--- config.mk ---
export PLATFORM = sky130hd
export DESIGN_NAME = scc_codec
export DESIGN_NICKNAME = d
export VERILOG_FILES = /design/src/rtl/scc_codec.v
export VERILOG_INCLUDE_DIRS = /design/src /design/src/rtl
export SDC_FILE = /design/constraint.sdc
export NUM_CORES = 1
export LEC_CHECK = 0
export BUFFER_PORTS_ARGS = -buffer_cell sky130_fd_sc_hd__buf_2
export CAP_MARGIN = 20
export CORE_MARGIN = 8
export CORE_UTILIZATION = 40
export CTS_BUF_LIST = sky130_fd_sc_hd__clkbuf_4
export CTS_CLUSTER_DIAMETER = 40
export CTS_CLUSTER_SIZE = 24
export DETAILED_ROUTE_END_ITERATION = 8
export SLEW_MARGIN = 20
export SYNTH_ARGS = -nofsm -noshare
export SYNTH_HDL_FRONTEND = slang
export SYNTH_SLANG_ARGS = --single-unit
--- constraint.sdc ---
create_clock -name clk_sys -period 34.6 [get_ports clk_sys]
set_input_delay 10.38 -clock clk_sys [delete_from_list [all_inputs] [get_ports clk_sys]]
set_output_delay 10.38 -clock clk_sys [all_outputs]
set_load 0.05 [all_outputs]
--- src/rtl/scc_codec_map.vh ---
// constants for the special character 8b/10b codec
`ifndef SCC_CODEC_MAP_VH
`define SCC_CODEC_MAP_VH

// ============================================================
// character and code class index widths
`define SCC_BYTE_W 8
`define SCC_CHAR_W 10
`define SCC_KIDX_W 5

// ============================================================
// encoder code classes (0 to 11 are the twelve k-characters)
`define SCC_KIDX_K285 5'h05
`define SCC_KIDX_EOF 5'h0c
`define SCC_KIDX_VTS 5'h0d
`define SCC_KIDX_NEGK 5'h0e
`define SCC_KIDX_POSK 5'h0f
`define SCC_KIDX_RDV 5'h10
`define SCC_KIDX_RSVD 5'h1f
`define SCC_KIDX_LAST_K 5'h0b

// ============================================================
// special codes of the default and alternate code sets
`define SCC_CODE_EOF 8'h22
`define SCC_CODE_VTS 8'he0
`define SCC_CODE_NEGK 8'he1
`define SCC_CODE_POSK 8'he2
`define SCC_CODE_RDV 8'he4
`define SCC_CODE_K285 8'h05
`define SCC_CODE_ALT_K28 5'h1c
`define SCC_CODE_ALT_K237 8'hf7
`define SCC_CODE_ALT_K277 8'hfb
`define SCC_CODE_ALT_K297 8'hfd
`define SCC_CODE_ALT_K307 8'hfe

// ============================================================
// fixed ten-bit patterns and the six-bit K28 prefix, bit 9 is a, bit 0 is j
`define SCC_K285_NEG 10'h0fa
`define SCC_K285_POS 10'h305
`define SCC_VTS_RDM 10'h278
`define SCC_RDV_RDM 10'h375
`define SCC_K28_6B 6'h0f

// ============================================================
// receive status values
`define SCC_ST_DATA 3'h0
`define SCC_ST_SPECIAL 3'h1
`define SCC_ST_RD_VIOL 3'h2
`define SCC_ST_CODE_VIOL 3'h3

// ============================================================
// reset value and code set select bit
`define SCC_RD_RST 1'h0
`define SCC_CODE_SET_ALT_BIT 0

// ============================================================
// bit positions
`define SCC_EOF_MOD_BIT 5

`endif

--- src/rtl/scc_codec.v ---
// special character 8b/10b encoder and decoder for one channel
`timescale 1ns/1ns
`include "scc_codec_map.vh"

module scc_codec (
	input wire clk_sys,
	input wire rstn,
	input wire tx_valid,
	input wire tx_special,
	input wire [7:0] tx_data,
	input wire tx_encoded_mode,
	output reg [9:0] tx_char_r,
	output reg tx_rd_r,
	input wire rx_valid,
	input wire [9:0] rx_char,
	input wire [1:0] decode_code_set_select,
	input wire framer_enable,
	output reg rx_valid_r,
	output reg [7:0] rx_data_r,
	output reg rx_special_r,
	output reg [2:0] rx_status_r,
	output reg rx_rd_r,
	output reg rx_align_r
);

// ============================================================
// coding functions
function [9:0] scc_enc_data;
	input [7:0] d;
	input rd;
	reg [5:0] c6;
	reg [3:0] c4;
	reg [2:0] w6, w4;
	reg rd6, a7;
	begin
		case (d[4:0])
			5'd0: c6 = 6'b100111;
			5'd1: c6 = 6'b011101;
			5'd2: c6 = 6'b101101;
			5'd3: c6 = 6'b110001;
			5'd4: c6 = 6'b110101;
			5'd5: c6 = 6'b101001;
			5'd6: c6 = 6'b011001;
			5'd7: c6 = 6'b111000;
			5'd8: c6 = 6'b111001;
			5'd9: c6 = 6'b100101;
			5'd10: c6 = 6'b010101;
			5'd11: c6 = 6'b110100;
			5'd12: c6 = 6'b001101;
			5'd13: c6 = 6'b101100;
			5'd14: c6 = 6'b011100;
			5'd15: c6 = 6'b010111;
			5'd16: c6 = 6'b011011;
			5'd17: c6 = 6'b100011;
			5'd18: c6 = 6'b010011;
			5'd19: c6 = 6'b110010;
			5'd20: c6 = 6'b001011;
			5'd21: c6 = 6'b101010;
			5'd22: c6 = 6'b011010;
			5'd23: c6 = 6'b111010;
			5'd24: c6 = 6'b110011;
			5'd25: c6 = 6'b100110;
			5'd26: c6 = 6'b010110;
			5'd27: c6 = 6'b110110;
			5'd28: c6 = 6'b001110;
			5'd29: c6 = 6'b101110;
			5'd30: c6 = 6'b011110;
			default: c6 = 6'b101011;
		endcase
		w6 = {2'h0, c6[0]} + {2'h0, c6[1]} + {2'h0, c6[2]} + {2'h0, c6[3]} + {2'h0, c6[4]} + {2'h0, c6[5]};
		if (rd && (w6 != 3'd3 || d[4:0] == 5'd7)) begin
			c6 = ~c6;
		end
		rd6 = (w6 != 3'd3) ? ~rd : rd;
		a7 = (!rd6 && (d[4:0] == 5'd17 || d[4:0] == 5'd18 || d[4:0] == 5'd20)) ||
			(rd6 && (d[4:0] == 5'd11 || d[4:0] == 5'd13 || d[4:0] == 5'd14));
		case (d[7:5])
			3'd0: c4 = 4'b1011;
			3'd1: c4 = 4'b1001;
			3'd2: c4 = 4'b0101;
			3'd3: c4 = 4'b1100;
			3'd4: c4 = 4'b1101;
			3'd5: c4 = 4'b1010;
			3'd6: c4 = 4'b0110;
			default: c4 = a7 ? 4'b0111 : 4'b1110;
		endcase
		w4 = {2'h0, c4[0]} + {2'h0, c4[1]} + {2'h0, c4[2]} + {2'h0, c4[3]};
		if (rd6 && (w4 != 3'd2 || d[7:5] == 3'd3)) begin
			c4 = ~c4;
		end
		scc_enc_data = {c6, c4};
	end
endfunction

// negative-disparity form; the positive form is its complement
function [9:0] scc_k_rdm;
	input [4:0] idx;
	begin
		case (idx)
			5'd0: scc_k_rdm = {`SCC_K28_6B, 4'b0100};
			5'd1: scc_k_rdm = {`SCC_K28_6B, 4'b1001};
			5'd2: scc_k_rdm = {`SCC_K28_6B, 4'b0101};
			5'd3: scc_k_rdm = {`SCC_K28_6B, 4'b0011};
			5'd4: scc_k_rdm = {`SCC_K28_6B, 4'b0010};
			5'd5: scc_k_rdm = {`SCC_K28_6B, 4'b1010};
			5'd6: scc_k_rdm = {`SCC_K28_6B, 4'b0110};
			5'd7: scc_k_rdm = {`SCC_K28_6B, 4'b1000};
			5'd8: scc_k_rdm = 10'b1110101000;
			5'd9: scc_k_rdm = 10'b1101101000;
			5'd10: scc_k_rdm = 10'b1011101000;
			default: scc_k_rdm = 10'b0111101000;
		endcase
	end
endfunction

// ones above five drive disparity positive, below five negative
function scc_rd_after;
	input [9:0] c;
	input rd;
	reg [3:0] w;
	integer b;
	begin
		w = 4'h0;
		for (b = 0; b < 10; b = b + 1) begin
			w = w + {3'h0, c[b]};
		end
		scc_rd_after = (w > 4'd5) ? 1'b1 : ((w < 4'd5) ? 1'b0 : rd);
	end
endfunction

function [4:0] scc_code_class;
	input [7:0] d;
	begin
		if (d <= {3'h0, `SCC_KIDX_LAST_K}) begin
			scc_code_class = d[4:0];
		end else if (d[4:0] == `SCC_CODE_ALT_K28) begin
			scc_code_class = {2'h0, d[7:5]};
		end else begin
			case (d)
				`SCC_CODE_ALT_K237: scc_code_class = 5'd8;
				`SCC_CODE_ALT_K277: scc_code_class = 5'd9;
				`SCC_CODE_ALT_K297: scc_code_class = 5'd10;
				`SCC_CODE_ALT_K307: scc_code_class = 5'd11;
				`SCC_CODE_EOF: scc_code_class = `SCC_KIDX_EOF;
				`SCC_CODE_VTS: scc_code_class = `SCC_KIDX_VTS;
				`SCC_CODE_NEGK: scc_code_class = `SCC_KIDX_NEGK;
				`SCC_CODE_POSK: scc_code_class = `SCC_KIDX_POSK;
				`SCC_CODE_RDV: scc_code_class = `SCC_KIDX_RDV;
				default: scc_code_class = `SCC_KIDX_RSVD;
			endcase
		end
	end
endfunction

function [7:0] scc_k_code;
	input [4:0] idx;
	input alt;
	begin
		if (!alt) begin
			scc_k_code = {3'h0, idx};
		end else if (idx < 5'd8) begin
			scc_k_code = {idx[2:0], `SCC_CODE_ALT_K28};
		end else begin
			case (idx)
				5'd8: scc_k_code = `SCC_CODE_ALT_K237;
				5'd9: scc_k_code = `SCC_CODE_ALT_K277;
				5'd10: scc_k_code = `SCC_CODE_ALT_K297;
				default: scc_k_code = `SCC_CODE_ALT_K307;
			endcase
		end
	end
endfunction

// ============================================================
// transmit encoder
reg eof_pending_r, eof_pending_nxt;
reg [9:0] tx_char_nxt, tx_k285;
reg [7:0] tx_byte;
reg [4:0] tx_class;

always @* begin
	tx_byte = tx_data;
	tx_class = scc_code_class(tx_data);
	eof_pending_nxt = 1'b0;
	tx_k285 = tx_rd_r ? `SCC_K285_POS : `SCC_K285_NEG;
	tx_char_nxt = tx_k285;
	if (tx_valid && !tx_special) begin
		// low bit of hgf from disparity
		if (eof_pending_r) begin
			tx_byte[`SCC_EOF_MOD_BIT] = ~tx_rd_r;
		end
		tx_char_nxt = scc_enc_data(tx_byte, tx_rd_r);
	end else if (tx_valid) begin
		if (tx_class <= `SCC_KIDX_LAST_K) begin
			tx_char_nxt = tx_rd_r ? ~scc_k_rdm(tx_class) : scc_k_rdm(tx_class);
		end else begin
			case (tx_class)
				`SCC_KIDX_EOF: eof_pending_nxt = 1'b1;
				`SCC_KIDX_VTS: tx_char_nxt = tx_rd_r ? ~`SCC_VTS_RDM : `SCC_VTS_RDM;
				`SCC_KIDX_NEGK: tx_char_nxt = `SCC_K285_NEG;
				`SCC_KIDX_POSK: tx_char_nxt = `SCC_K285_POS;
				`SCC_KIDX_RDV: tx_char_nxt = !tx_encoded_mode ? tx_k285 :
					(tx_rd_r ? ~`SCC_RDV_RDM : `SCC_RDV_RDM);
				default: tx_char_nxt = tx_k285;
			endcase
		end
	end
end

always @(posedge clk_sys) begin
	if (!rstn) begin
		tx_char_r <= `SCC_K285_NEG;
		tx_rd_r <= `SCC_RD_RST;
		eof_pending_r <= 1'b0;
	end else begin
		tx_char_r <= tx_char_nxt;
		tx_rd_r <= scc_rd_after(tx_char_nxt, tx_rd_r);
		eof_pending_r <= eof_pending_nxt;
	end
end

// ============================================================
// receive decoder
// full compare against every table entry; the entries fold to constants,
// so this costs comparators rather than a hand-kept inverse table
reg dat_ok, dat_bad, k_ok, k_bad;
reg [7:0] dat_ok_val, dat_bad_val, rx_data_nxt;
reg [4:0] k_ok_idx, k_bad_idx;
reg rx_special_nxt;
reg [2:0] rx_status_nxt;
reg [9:0] rx_exp;
integer i;

always @* begin
	dat_ok = 1'b0;
	dat_bad = 1'b0;
	dat_ok_val = 8'h00;
	dat_bad_val = 8'h00;
	k_ok = 1'b0;
	k_bad = 1'b0;
	k_ok_idx = 5'h00;
	k_bad_idx = 5'h00;
	rx_exp = 10'h000;
	for (i = 0; i < 256; i = i + 1) begin
		rx_exp = scc_enc_data(i[7:0], rx_rd_r);
		if (rx_char == rx_exp) begin
			dat_ok = 1'b1;
			dat_ok_val = i[7:0];
		end
		rx_exp = scc_enc_data(i[7:0], ~rx_rd_r);
		if (rx_char == rx_exp) begin
			dat_bad = 1'b1;
			dat_bad_val = i[7:0];
		end
	end
	for (i = 0; i <= `SCC_KIDX_LAST_K; i = i + 1) begin
		rx_exp = rx_rd_r ? ~scc_k_rdm(i[4:0]) : scc_k_rdm(i[4:0]);
		if (rx_char == rx_exp) begin
			k_ok = 1'b1;
			k_ok_idx = i[4:0];
		end
		if (rx_char == ~rx_exp) begin
			k_bad = 1'b1;
			k_bad_idx = i[4:0];
		end
	end
	rx_special_nxt = 1'b1;
	rx_status_nxt = `SCC_ST_SPECIAL;
	if (k_ok) begin
		rx_data_nxt = scc_k_code(k_ok_idx, decode_code_set_select[`SCC_CODE_SET_ALT_BIT]);
	end else if (k_bad && k_bad_idx == `SCC_KIDX_K285) begin
		rx_data_nxt = rx_rd_r ? `SCC_CODE_NEGK : `SCC_CODE_POSK;
	end else if (dat_ok) begin
		rx_data_nxt = dat_ok_val;
		rx_special_nxt = 1'b0;
		rx_status_nxt = `SCC_ST_DATA;
	end else if (k_bad || dat_bad) begin
		rx_data_nxt = `SCC_CODE_RDV;
		rx_status_nxt = `SCC_ST_RD_VIOL;
	end else begin
		rx_data_nxt = `SCC_CODE_VTS;
		rx_status_nxt = `SCC_ST_CODE_VIOL;
	end
end

always @(posedge clk_sys) begin
	if (!rstn) begin
		rx_valid_r <= 1'b0;
		rx_data_r <= 8'h00;
		rx_special_r <= 1'b0;
		rx_status_r <= `SCC_ST_DATA;
		rx_rd_r <= `SCC_RD_RST;
		rx_align_r <= 1'b0;
	end else begin
		rx_valid_r <= rx_valid;
		rx_align_r <= rx_valid && framer_enable &&
			(rx_char == `SCC_K285_NEG || rx_char == `SCC_K285_POS);
		if (rx_valid) begin
			rx_data_r <= rx_data_nxt;
			rx_special_r <= rx_special_nxt;
			rx_status_r <= rx_status_nxt;
			rx_rd_r <= scc_rd_after(rx_char, rx_rd_r);
		end
	end
end

endmodule // scc_codec

==> results.py, run 1 <==
metrics = {
    "placement": {
        "dp_slack_ns": 14.52,
        "gp_congestion": 1.08,
        "hpwl_microns": 34900,
        "portBuffers": 50,
        "place_area_sq_um": 8540,
    },
    "power": {
        "power_density_nw_per_um2": 33.6,
        "peakVddDrop_uv": 30.6,
        "p_leak_uw": 0.00306,
    },
    "yosys": {
        "synth_top_area_share_pct": 6.35,
        "synth_common_cells": "nand2_1, nor2_1, a21oi_1",
        "ys_seq_area_share_pct": 6.35,
        "yosysMostFrequentCell": "nand2_1",
        "synthArstFlopShare_pct": 0,
        "synthCells": 1239,
        "ys_warn_count": 0,
        "ys_ff_latch": 26,
        "avgSynthCellArea_sq_um": 6.62,
        "yosys.area.top_type": "dfxtp_1",
        "synth_edf_count": 0,
        "ys_top_cells_by_area": "dfxtp_1, nand2_1, a21oi_1",
        "synthFlopType": "dfxtp_1",
        "yosysUniqueCellTypes": 103,
        "synth_nets": 1297,
        "synthesis.area_sq_um": 8200,
    },
    "timing": {
        "fin_ws_ns": 14.93,
        "fmax_ghz": 0.0508,
        "tns_ns": 0,
        "tightest_slew_ns": 1.13,
        "setup_violations": 0,
        "fin_crit_ns": 19.67,
        "rsz0062_at_grt": "no",
        "hold_viol_final": 0,
        "fin_crit_sh_pct": 56.9,
        "slew_headroom_pct": 24.4,
        "final-max-slew-violation-count": 0,
        "fin_skew_ns": 0.0121,
        "hold_ws_ns": 0.487,
    },
    "grt": {
        "antenna_found_initial": 2,
        "grt_max_degree": 55,
        "grt_usage_pct": 34.7,
        "grt_pass1_wl_microns": 67900,
        "grt_overflow": 0,
        "grt_pass1_vias": 10126,
    },
    "drt": {
        "drtIter0Drc": 1994,
        "viasPerCell": 7.43,
        "drt_first_pass_iters": 7,
        "drcViolationCount": 0,
        "ant_nets": 0,
        "avgRoutedWirePerCell_microns": 31.3,
        "drt-total-wl_microns": 46600,
        "dr_total_vias": 11069,
    },
    "clock_tree": {
        "cts_max_level": 1,
        "cts_setup_buffers": 0,
        "tritoncts": "done",
        "numClockSinks": 26,
        "clock_tree.root_cell": "clkbuf_4",
        "cts_buffers": 3,
        "clk_path_buf_depth": 2,
        "clk_pin_slew_ns": 0.15,
        "ctsHoldBuffers": 0,
        "clk_latency_ns": 0.33,
        "cts-resized-gates": 0,
    },
    "worst_setup_path": {
        "critPathBufInv": 7,
        "startpoint_type": "primary input",
        "worst-setup-path-type": "in -> reg",
        "cp_slowest_cell": "o311ai_0",
        "critical_path.max_stage_delay_ns": 0.64,
        "crit_arrival_ns": 19.91,
        "cp_top_family": "adder cells",
        "cp.required_ns": 34.83,
        "crit_top_cell": "fa_1",
        "endpoint_kind": "flip-flop",
        "path_max_fanout": 13,
    },
    "die": {
        "core_area_sq_um": 20200,
        "num_io_pins": 53,
        "dieArea_sq_um": 25300,
        "fp.dieH_microns": 159,
        "rows": 52,
        "initial_utilization_pct": 40.7,
        "fp.dieW_microns": 159,
    },
    "outcome": {
        "status": "completed",
    },
    "finish": {
        "stdcell_area_sq_um": 8590,
        "drive_gt1_share_pct": 11.1,
        "syn_to_final_growth_pct": 4.81,
        "antenna_cells": 0,
        "fin_util_pct": 42.6,
        "fin_nets": 1278,
    },
    "worst_hold_path": {
        "worstHoldPathType": "reg -> reg",
    },
    "flow_run": {
        "cap_viol_max_count": 0,
    },
}
layout by cell type (no fill, tap or decap), types with 36 or more instances in the layout:
cell type and instances:
nand2_1 126, nor2_1 101, a21oi_1 85, o21ai_0 80, o22ai_1 57, buf_2 50
inv_1 38, nor3_1 38, a22oi_1 38, nand3_1 36
metal layers:
layer  global-route usage (%)  vias up  wire [microns]
li1                         -     4749               -
met1                     46.1     5251           18900
met2                     47.8      849           18300
met3                     12.5      218            6440
met4                     17.9        2            2960
met5                        0        -              13
power breakdown:
| part | total (uW) | internal (uW) | switching [uW] |
|---|---|---|---|
| Sequential | 36.4 | 34.5 | 1.91 |
| Combinational | 231 | 77.4 | 154 |
| Clock | 21.1 | 11.7 | 9.42 |
| Total | 289 | 124 | 165 |
cell families (layout without fill, tap and decap cells):
logic type / count (synthesis) / count (layout) / synth area share [%]
AOI/OAI and AO/OA: 489 / 489 / 41.9
xor gates and xnor gates: 34 / 34 / 3.72
adders and majority gates: 32 / 32 / 6.32
buffers and inverters: 149 / 129 / 8.23
DFF: 26 / 26 / 6.35
muxes: 12 / 12 / 1.66
other: 1 / 1 / 0.0457
and+or+nand+nor: 496 / 496 / 31.8
state kept, by name (all words and copies together), names as in the netlist:
register	count
eof_pending_r	1
rx_align_r	1
rx_data_r	8
rx_rd_r	1
rx_special_r	1
rx_status_r	2
rx_valid_r	1
tx_char_r	10
tx_rd_r	1
layout make-up:
cell class | instances | area (sq um)
clock inverters | 1 | 30.0
inverters | 40 | 150
multi-input cells | 1064 | 7020
flip-flops and latches | 26 | 522
repair buffers | 85 | 513
clock buffers | 3 | 22.5
fillers | 2209 | 11600
well taps | 270 | 338
path summary, 6_finish.rpt:
kind	start	to	slack (ns)	cells after the start
hold / removal	rx_data_r[0]	rx_data_r[0]	0.49	2
hold reg to reg	rx_data_r[0]	rx_data_r[0]	0.49	2
setup / recovery	tx_data[0]	tx_rd_r	14.93	36
setup reg to reg	tx_rd_r	tx_rd_r	27.88	26
tightest hold or removal path: stages, from the launching register on:
cell and delay [ns]:
dfxtp_1 0.34, nand2b_1 0.06, a21oi_1 0.06
stage by stage:
| step | instances | power, uW |
|---|---|---|
| final | 1489 | 289 |
| after global routing | 1489 | 311 |
| after CTS | 1489 | 283 |
| after detailed placement | 1485 | 261 |
| after global placement | 1485 | 258 |
| after floorplan | 1239 | 201 |
Note: power is estimated with default switching activity, not from simulation.
==> inputs of run 2 (changes only) <==
--- a/config.mk
+++ b/config.mk
@@ -6,6 +6,7 @@
 export SDC_FILE = /design/constraint.sdc
 export NUM_CORES = 1
 export LEC_CHECK = 0
+export ABC_AREA = 1
 export BUFFER_PORTS_ARGS = -buffer_cell sky130_fd_sc_hd__buf_2
 export CAP_MARGIN = 20
 export CORE_MARGIN = 8
==> constraint.sdc (replaced) <==
create_clock -name clk_sys -period 19.3 [get_ports clk_sys]
set_input_delay 5.79 -clock clk_sys [delete_from_list [all_inputs] [get_ports clk_sys]]
set_output_delay 5.79 -clock clk_sys [all_outputs]
set_load 0.05 [all_outputs]
==> run 2 against run 1 <==
Compared with the run above:
- utilization grew 1.1 points
- critical path type unchanged
- sequential share of layout area is 0.091 points higher
- largest cell class unchanged
- wire length decreased by 4.7%
- largest power group unchanged
==> results.py, run 2 <==
metrics = {
    "die": {
        "fp.dieW_microns": 156,
        "fp.dieH_microns": 156,
        "initial_utilization_pct": 40.4,
        "num_io_pins": 53,
        "core_area_sq_um": 19300,
        "dieArea_sq_um": 24300,
        "rows": 51,
    },
    "placement": {
        "portBuffers": 50,
        "place_area_sq_um": 8420,
        "hpwl_microns": 34400,
        "gp_congestion": 1.08,
    },
    "grt": {
        "grt_util_met2_pct": 53.4,
        "grt_pass1_vias": 10555,
        "use_met1_pct": 47.1,
        "use_met3_pct": 6.76,
        "grt_usage_pct": 35.9,
        "grt_overflow": 0,
        "grt_pass1_wl_microns": 66100,
        "grt_max_degree": 33,
        "antenna_found_initial": 2,
        "grt.busiest_layer": "met2",
    },
    "yosys": {
        "ys_seq_area_share_pct": 6.66,
        "ys_top_cells_by_area": "nand2_1, nor2_1, inv_1",
        "ys_ff_latch": 26,
        "synthesis.area_sq_um": 7820,
        "synth_edf_count": 0,
        "yosysMostFrequentCell": "nand2_1",
        "synth_common_cells": "nand2_1, nor2_1, inv_1",
        "avgSynthCellArea_sq_um": 5.30,
        "synthFlopType": "dfxtp_1",
        "synth_nets": 1532,
        "synthCells": 1474,
        "yosysUniqueCellTypes": 64,
        "synthArstFlopShare_pct": 0,
        "yosys.area.top_type": "nand2_1",
        "synth_top_area_share_pct": 12.0,
        "ys_warn_count": 0,
    },
    "worst_setup_path": {
        "crit_top_cell": "inv_1",
        "endpoint_kind": "flip-flop",
        "cp.required_ns": 19.59,
        "worst-setup-path-type": "in -> reg",
        "path_max_fanout": 5,
        "rr_worst_depth": 51,
        "cp_slowest_cell": "fa_1",
        "crit_start": "tx_data[1]",
        "r2r_setup_slack_ns": 11.21,
        "critical_path.max_stage_delay_ns": 0.57,
        "startpoint_type": "primary input",
        "crit_arrival_ns": 14.15,
        "r2r_end": "rx_data_r[1]",
        "r2r_start": "rx_rd_r",
    },
    "timing": {
        "slew_headroom_pct": 16.9,
        "final-max-slew-violation-count": 0,
        "fmax_ghz": 0.0721,
        "rsz0062_at_grt": "no",
        "setup_violations": 0,
        "tns_ns": 0,
        "hold_viol_final": 0,
        "fin_crit_ns": 13.87,
        "fin_skew_ns": 0.00639,
        "tightest_slew_ns": 1.24,
        "fin_crit_sh_pct": 71.8,
    },
    "outcome": {
        "status": "completed",
    },
    "finish": {
        "drive_gt1_share_pct": 9.61,
        "final_common_cell": "nand2_1",
        "fin_nets": 1559,
        "most-common-layout-cells": "nand2_1, nor2_1, inv_1",
        "regMostFlops": "tx_char_r",
        "fill_cells": 2239,
        "top_regs": "tx_char_r (10), rx_data_r (8), rx_status_r (2)",
        "syn_to_final_growth_pct": 8.05,
        "stdcell_area_sq_um": 8450,
        "largest_reg_flops": 10,
    },
    "drt": {
        "drt-total-wl_microns": 44300,
        "viasPerCell": 6.42,
        "avgRoutedWirePerCell_microns": 25.1,
        "drtIter0Drc": 1431,
        "dr_total_vias": 11331,
        "ant_nets": 0,
        "drcViolationCount": 0,
        "drt_first_pass_iters": 7,
    },
    "clock_tree": {
        "cts_max_level": 1,
        "clk_latency_ns": 0.34,
        "cts_setup_buffers": 0,
        "numClockSinks": 26,
        "clock_tree.root_cell": "clkbuf_4",
        "tritoncts": "done",
        "cts-resized-gates": 0,
        "clk_path_buf_depth": 2,
        "ctsHoldBuffers": 0,
        "cts_buffers": 3,
        "clk_pin_slew_ns": 0.15,
    },
    "worst_hold_path": {
        "holdPathEnd": "rx_data_r[0]",
        "worstHoldPathType": "reg -> reg",
        "whs_path_depth": 2,
        "min_from": "rx_data_r[0]",
    },
    "power": {
        "power_density_nw_per_um2": 69.7,
        "p_leak_uw": 0.00389,
        "peakVddDrop_uv": 54.3,
    },
    "flow_run": {
        "cap_viol_max_count": 0,
    },
}
==> run 2: layer usage <==
layer | vias up | part of all wire [%]
li1 | 5114 | -
met1 | 5205 | 40
met2 | 809 | 41
met3 | 203 | 12
met4 | 0 | 7.1
met5 | - | 0
==> run 2: worst max path at each step <==
| stage | slack [ns] | cells after the start | end |
|---|---|---|---|
| 2_1_floorplan | 6.07 | 39 | tx_rd_r |
| 3_3_place_gp | 5.21 | 42 | tx_rd_r |
| 5_1_grt | 4.84 | 42 | tx_rd_r |
| 4_1_cts | 5.48 | 42 | tx_rd_r |
| 3_5_place_dp | 5.16 | 42 | tx_rd_r |
| 6_report | 5.43 | 42 | tx_rd_r |
==> run 2: stage by stage <==
| step | hold slack, ns | std cells | utilization, % | power, uW | setup WS, ns |
|---|---|---|---|---|---|
| 2_1_floorplan | 0.692 | 1474 | - | 404 | 6.07 |
| 3_3_place_gp | 0.464 | 1761 | 43.5 | 543 | 5.21 |
| 3_5_place_dp | 0.478 | 1761 | 43.5 | 549 | 5.16 |
| 4_1_cts | 0.504 | 1764 | 43.6 | 577 | 5.48 |
| 5_1_grt | 0.515 | 1765 | 43.7 | 634 | 4.84 |
| 6_report | 0.503 | 1766 | 43.7 | 588 | 5.43 |
==> run 2: power breakdown <==
group	internal, uW	switching, uW	total, uW
clock	7.38	17.9	25.3
combinational	135	353	488
sequential	64.0	11.2	75.2
total	206	382	588
==> run 2: cell type report <==
class                   count  area, sq um  area share (%)
diodes                      2         5.00          0.0593
clock buffers               3         22.5           0.267
inverters                 243          916            10.8
multi-input cells        1145         6160            72.9
flip-flops and latches     26          520            6.16
well taps                 265          332            3.93
repair buffers             82          490            5.81
==> run 2: logic make-up (layout without fill, tap and decap cells) <==
family / after synthesis / in the layout / share of synthesized area (%)
AND/OR/NAND/NOR: 851 / 851 / 50.1
AO/OA/AOI/OAI: 254 / 254 / 20.6
XOR/XNOR: 8 / 8 / 1.09
flip-flops: 26 / 26 / 6.66
buffers and inverters: 303 / 328 / 15.0
adder cells (fa/ha/maj): 31 / 31 / 6.50
other: 1 / 3 / 0.0480
==> run 2: worst max-delay path: cells and delay by family <==
family / cells / cell delay, ns
adders and majority gates: 13 / 4.92
and+or+nand+nor: 9 / 0.81
AOI/OAI and AO/OA: 9 / 1.51
buffers and inverters: 10 / 0.94
xor gates and xnor gates: 1 / 0.15
==> inputs of run 3 (changes only) <==
==> constraint.sdc (replaced) <==
create_clock -name clk_sys -period 11.4 [get_ports clk_sys]
set_input_delay 3.42 -clock clk_sys [delete_from_list [all_inputs] [get_ports clk_sys]]
set_output_delay 3.42 -clock clk_sys [all_outputs]
set_load 0.05 [all_outputs]
==> run 3 against run 2 <==
Compared with the run above:
- global-route usage up 0.34 points
- count of clock-buffer cells in the layout stayed put
- register-to-register slack worse by 8.0 ns
- worst setup slack lost 5.0 ns
- largest cell class unchanged
==> results.py, run 3 (synthesis results as in run 2) <==
metrics = {
    "placement": {
        "gp_congestion": 1.14,
        "place_area_sq_um": 8600,
        "hpwl_microns": 35300,
        "dp_slack_ns": -0.115,
        "portBuffers": 50,
    },
    "timing": {
        "fin_crit_sh_pct": 95.8,
        "fmax_ghz": 0.0915,
        "final-max-slew-violation-count": 0,
        "slew_headroom_pct": 25.6,
        "fin_ws_ns": 0.476,
        "setup_violations": 0,
        "fin_skew_ns": 0.00370,
        "tightest_slew_ns": 1.11,
        "fin_crit_ns": 10.92,
        "hold_viol_final": 0,
        "tns_ns": 0,
    },
    "die": {
        "fp.dieW_microns": 156,
        "initial_utilization_pct": 40.4,
        "fp.dieH_microns": 156,
        "dieArea_sq_um": 24300,
        "core_area_sq_um": 19300,
        "rows": 51,
        "num_io_pins": 53,
    },
    "drt": {
        "viasPerCell": 6.42,
        "drt_first_pass_iters": 5,
        "ant_nets": 0,
        "dr_total_vias": 11509,
        "drt-total-wl_microns": 44700,
        "drcViolationCount": 0,
        "avgRoutedWirePerCell_microns": 24.9,
        "drtIter0Drc": 1450,
    },
    "worst_hold_path": {
        "worstHoldPathType": "reg -> reg",
        "whs_path_depth": 2,
    },
    "finish": {
        "largest_reg_flops": 10,
        "fin_nets": 1585,
        "syn_to_final_growth_pct": 10.9,
        "most-common-layout-cells": "nand2_1, nor2_1, inv_1",
        "stdcell_area_sq_um": 8670,
        "top_regs": "tx_char_r (10), rx_data_r (8), rx_status_r (2)",
        "drive_gt1_share_pct": 11.4,
        "regMostFlops": "tx_char_r",
        "fill_cells": 2231,
        "final_common_cell": "nand2_1",
    },
    "worst_setup_path": {
        "r2r_setup_slack_ns": 3.25,
        "worst-setup-path-type": "in -> reg",
        "endpoint_kind": "flip-flop",
        "cp.required_ns": 11.70,
        "path_max_fanout": 4,
        "crit_arrival_ns": 11.23,
        "cp_slowest_cell": "fa_1",
        "rr_worst_depth": 69,
        "startpoint_type": "primary input",
        "critical_path.max_stage_delay_ns": 0.55,
    },
    "clock_tree": {
        "clk_path_buf_depth": 2,
        "clock_tree.root_cell": "clkbuf_4",
        "tritoncts": "done",
        "clk_pin_slew_ns": 0.18,
        "cts_max_level": 1,
        "cts_buffers": 3,
        "ctsHoldBuffers": 0,
        "clk_latency_ns": 0.34,
        "numClockSinks": 26,
    },
    "grt": {
        "grt_overflow": 0,
        "grt_usage_pct": 36.3,
        "grt_pass1_vias": 10860,
        "grt_max_degree": 25,
        "antenna_found_initial": 1,
        "grt_pass1_wl_microns": 67000,
    },
    "flow_run": {
        "cap_viol_max_count": 0,
    },
    "outcome": {
        "status": "completed",
    },
    "power": {
        "peakVddDrop_uv": 80.8,
        "power_density_nw_per_um2": 120,
        "p_leak_uw": 0.00403,
    },
}
## run 3: final timing paths
check            endpoint    startpoint
max               tx_rd_r    tx_data[0]
min          rx_special_r  rx_special_r
max reg2reg  rx_data_r[0]       rx_rd_r
min reg2reg  rx_special_r  rx_special_r
## run 3: stage by stage
step           total power [uW]  hold slack (ns)  util [%]  instances
6_report                   1040            0.499      44.8       1792
5_1_grt                    1120            0.537      44.8       1792
4_1_cts                    1000            0.498      44.6       1790
3_5_place_dp                956            0.470      44.5       1786
3_3_place_gp                950            0.465      44.5       1786
2_1_floorplan               684            0.692         -       1474
## run 3: layout make-up
class / instances / area [sq um] / area share (%)
clock buffers: 3 / 22.5 / 0.260
multi-input cells: 1145 / 6180 / 71.4
inverters: 243 / 916 / 10.6
diodes: 1 / 2.50 / 0.0289
repair buffers: 108 / 686 / 7.91
well taps: 265 / 332 / 3.83
clock inverters: 1 / 3.75 / 0.0433
flip-flops and latches: 26 / 520 / 6.01
## run 3: worst max-delay path, delay by kind of cell
kind	cells	cell delay [ns]
AOI/OAI and AO/OA	6	0.97
buffers and inverters	10	0.84
and+or+nand+nor	9	0.69
xor gates and xnor gates	2	0.31
adders and majority gates	13	4.96
## run 3: power breakdown
part,switching (uW),total [uW],internal (uW)
Sequential,19.6,128,108
Combinational,619,867,248
Clock,32.5,45.5,12.9
Total,671,1040,370
## run 3: timing repair
item / in CTS / in global routing
gates resized for setup: 0 / 9
buffers inserted: 0 / 1
endpoints found under the hold margin: 0 / 0
setup endpoints to repair: 0 / 1
## run 3: per-layer routing
layer / global-route usage (%) / wire length, microns / vias to the layer above
met5: 0 / 0 / -
met4: 24.3 / 3360 / 0
met3: 7.48 / 5480 / 208
met2: 53.0 / 18100 / 812
met1: 47.1 / 17700 / 5336
li1: - / - / 5153
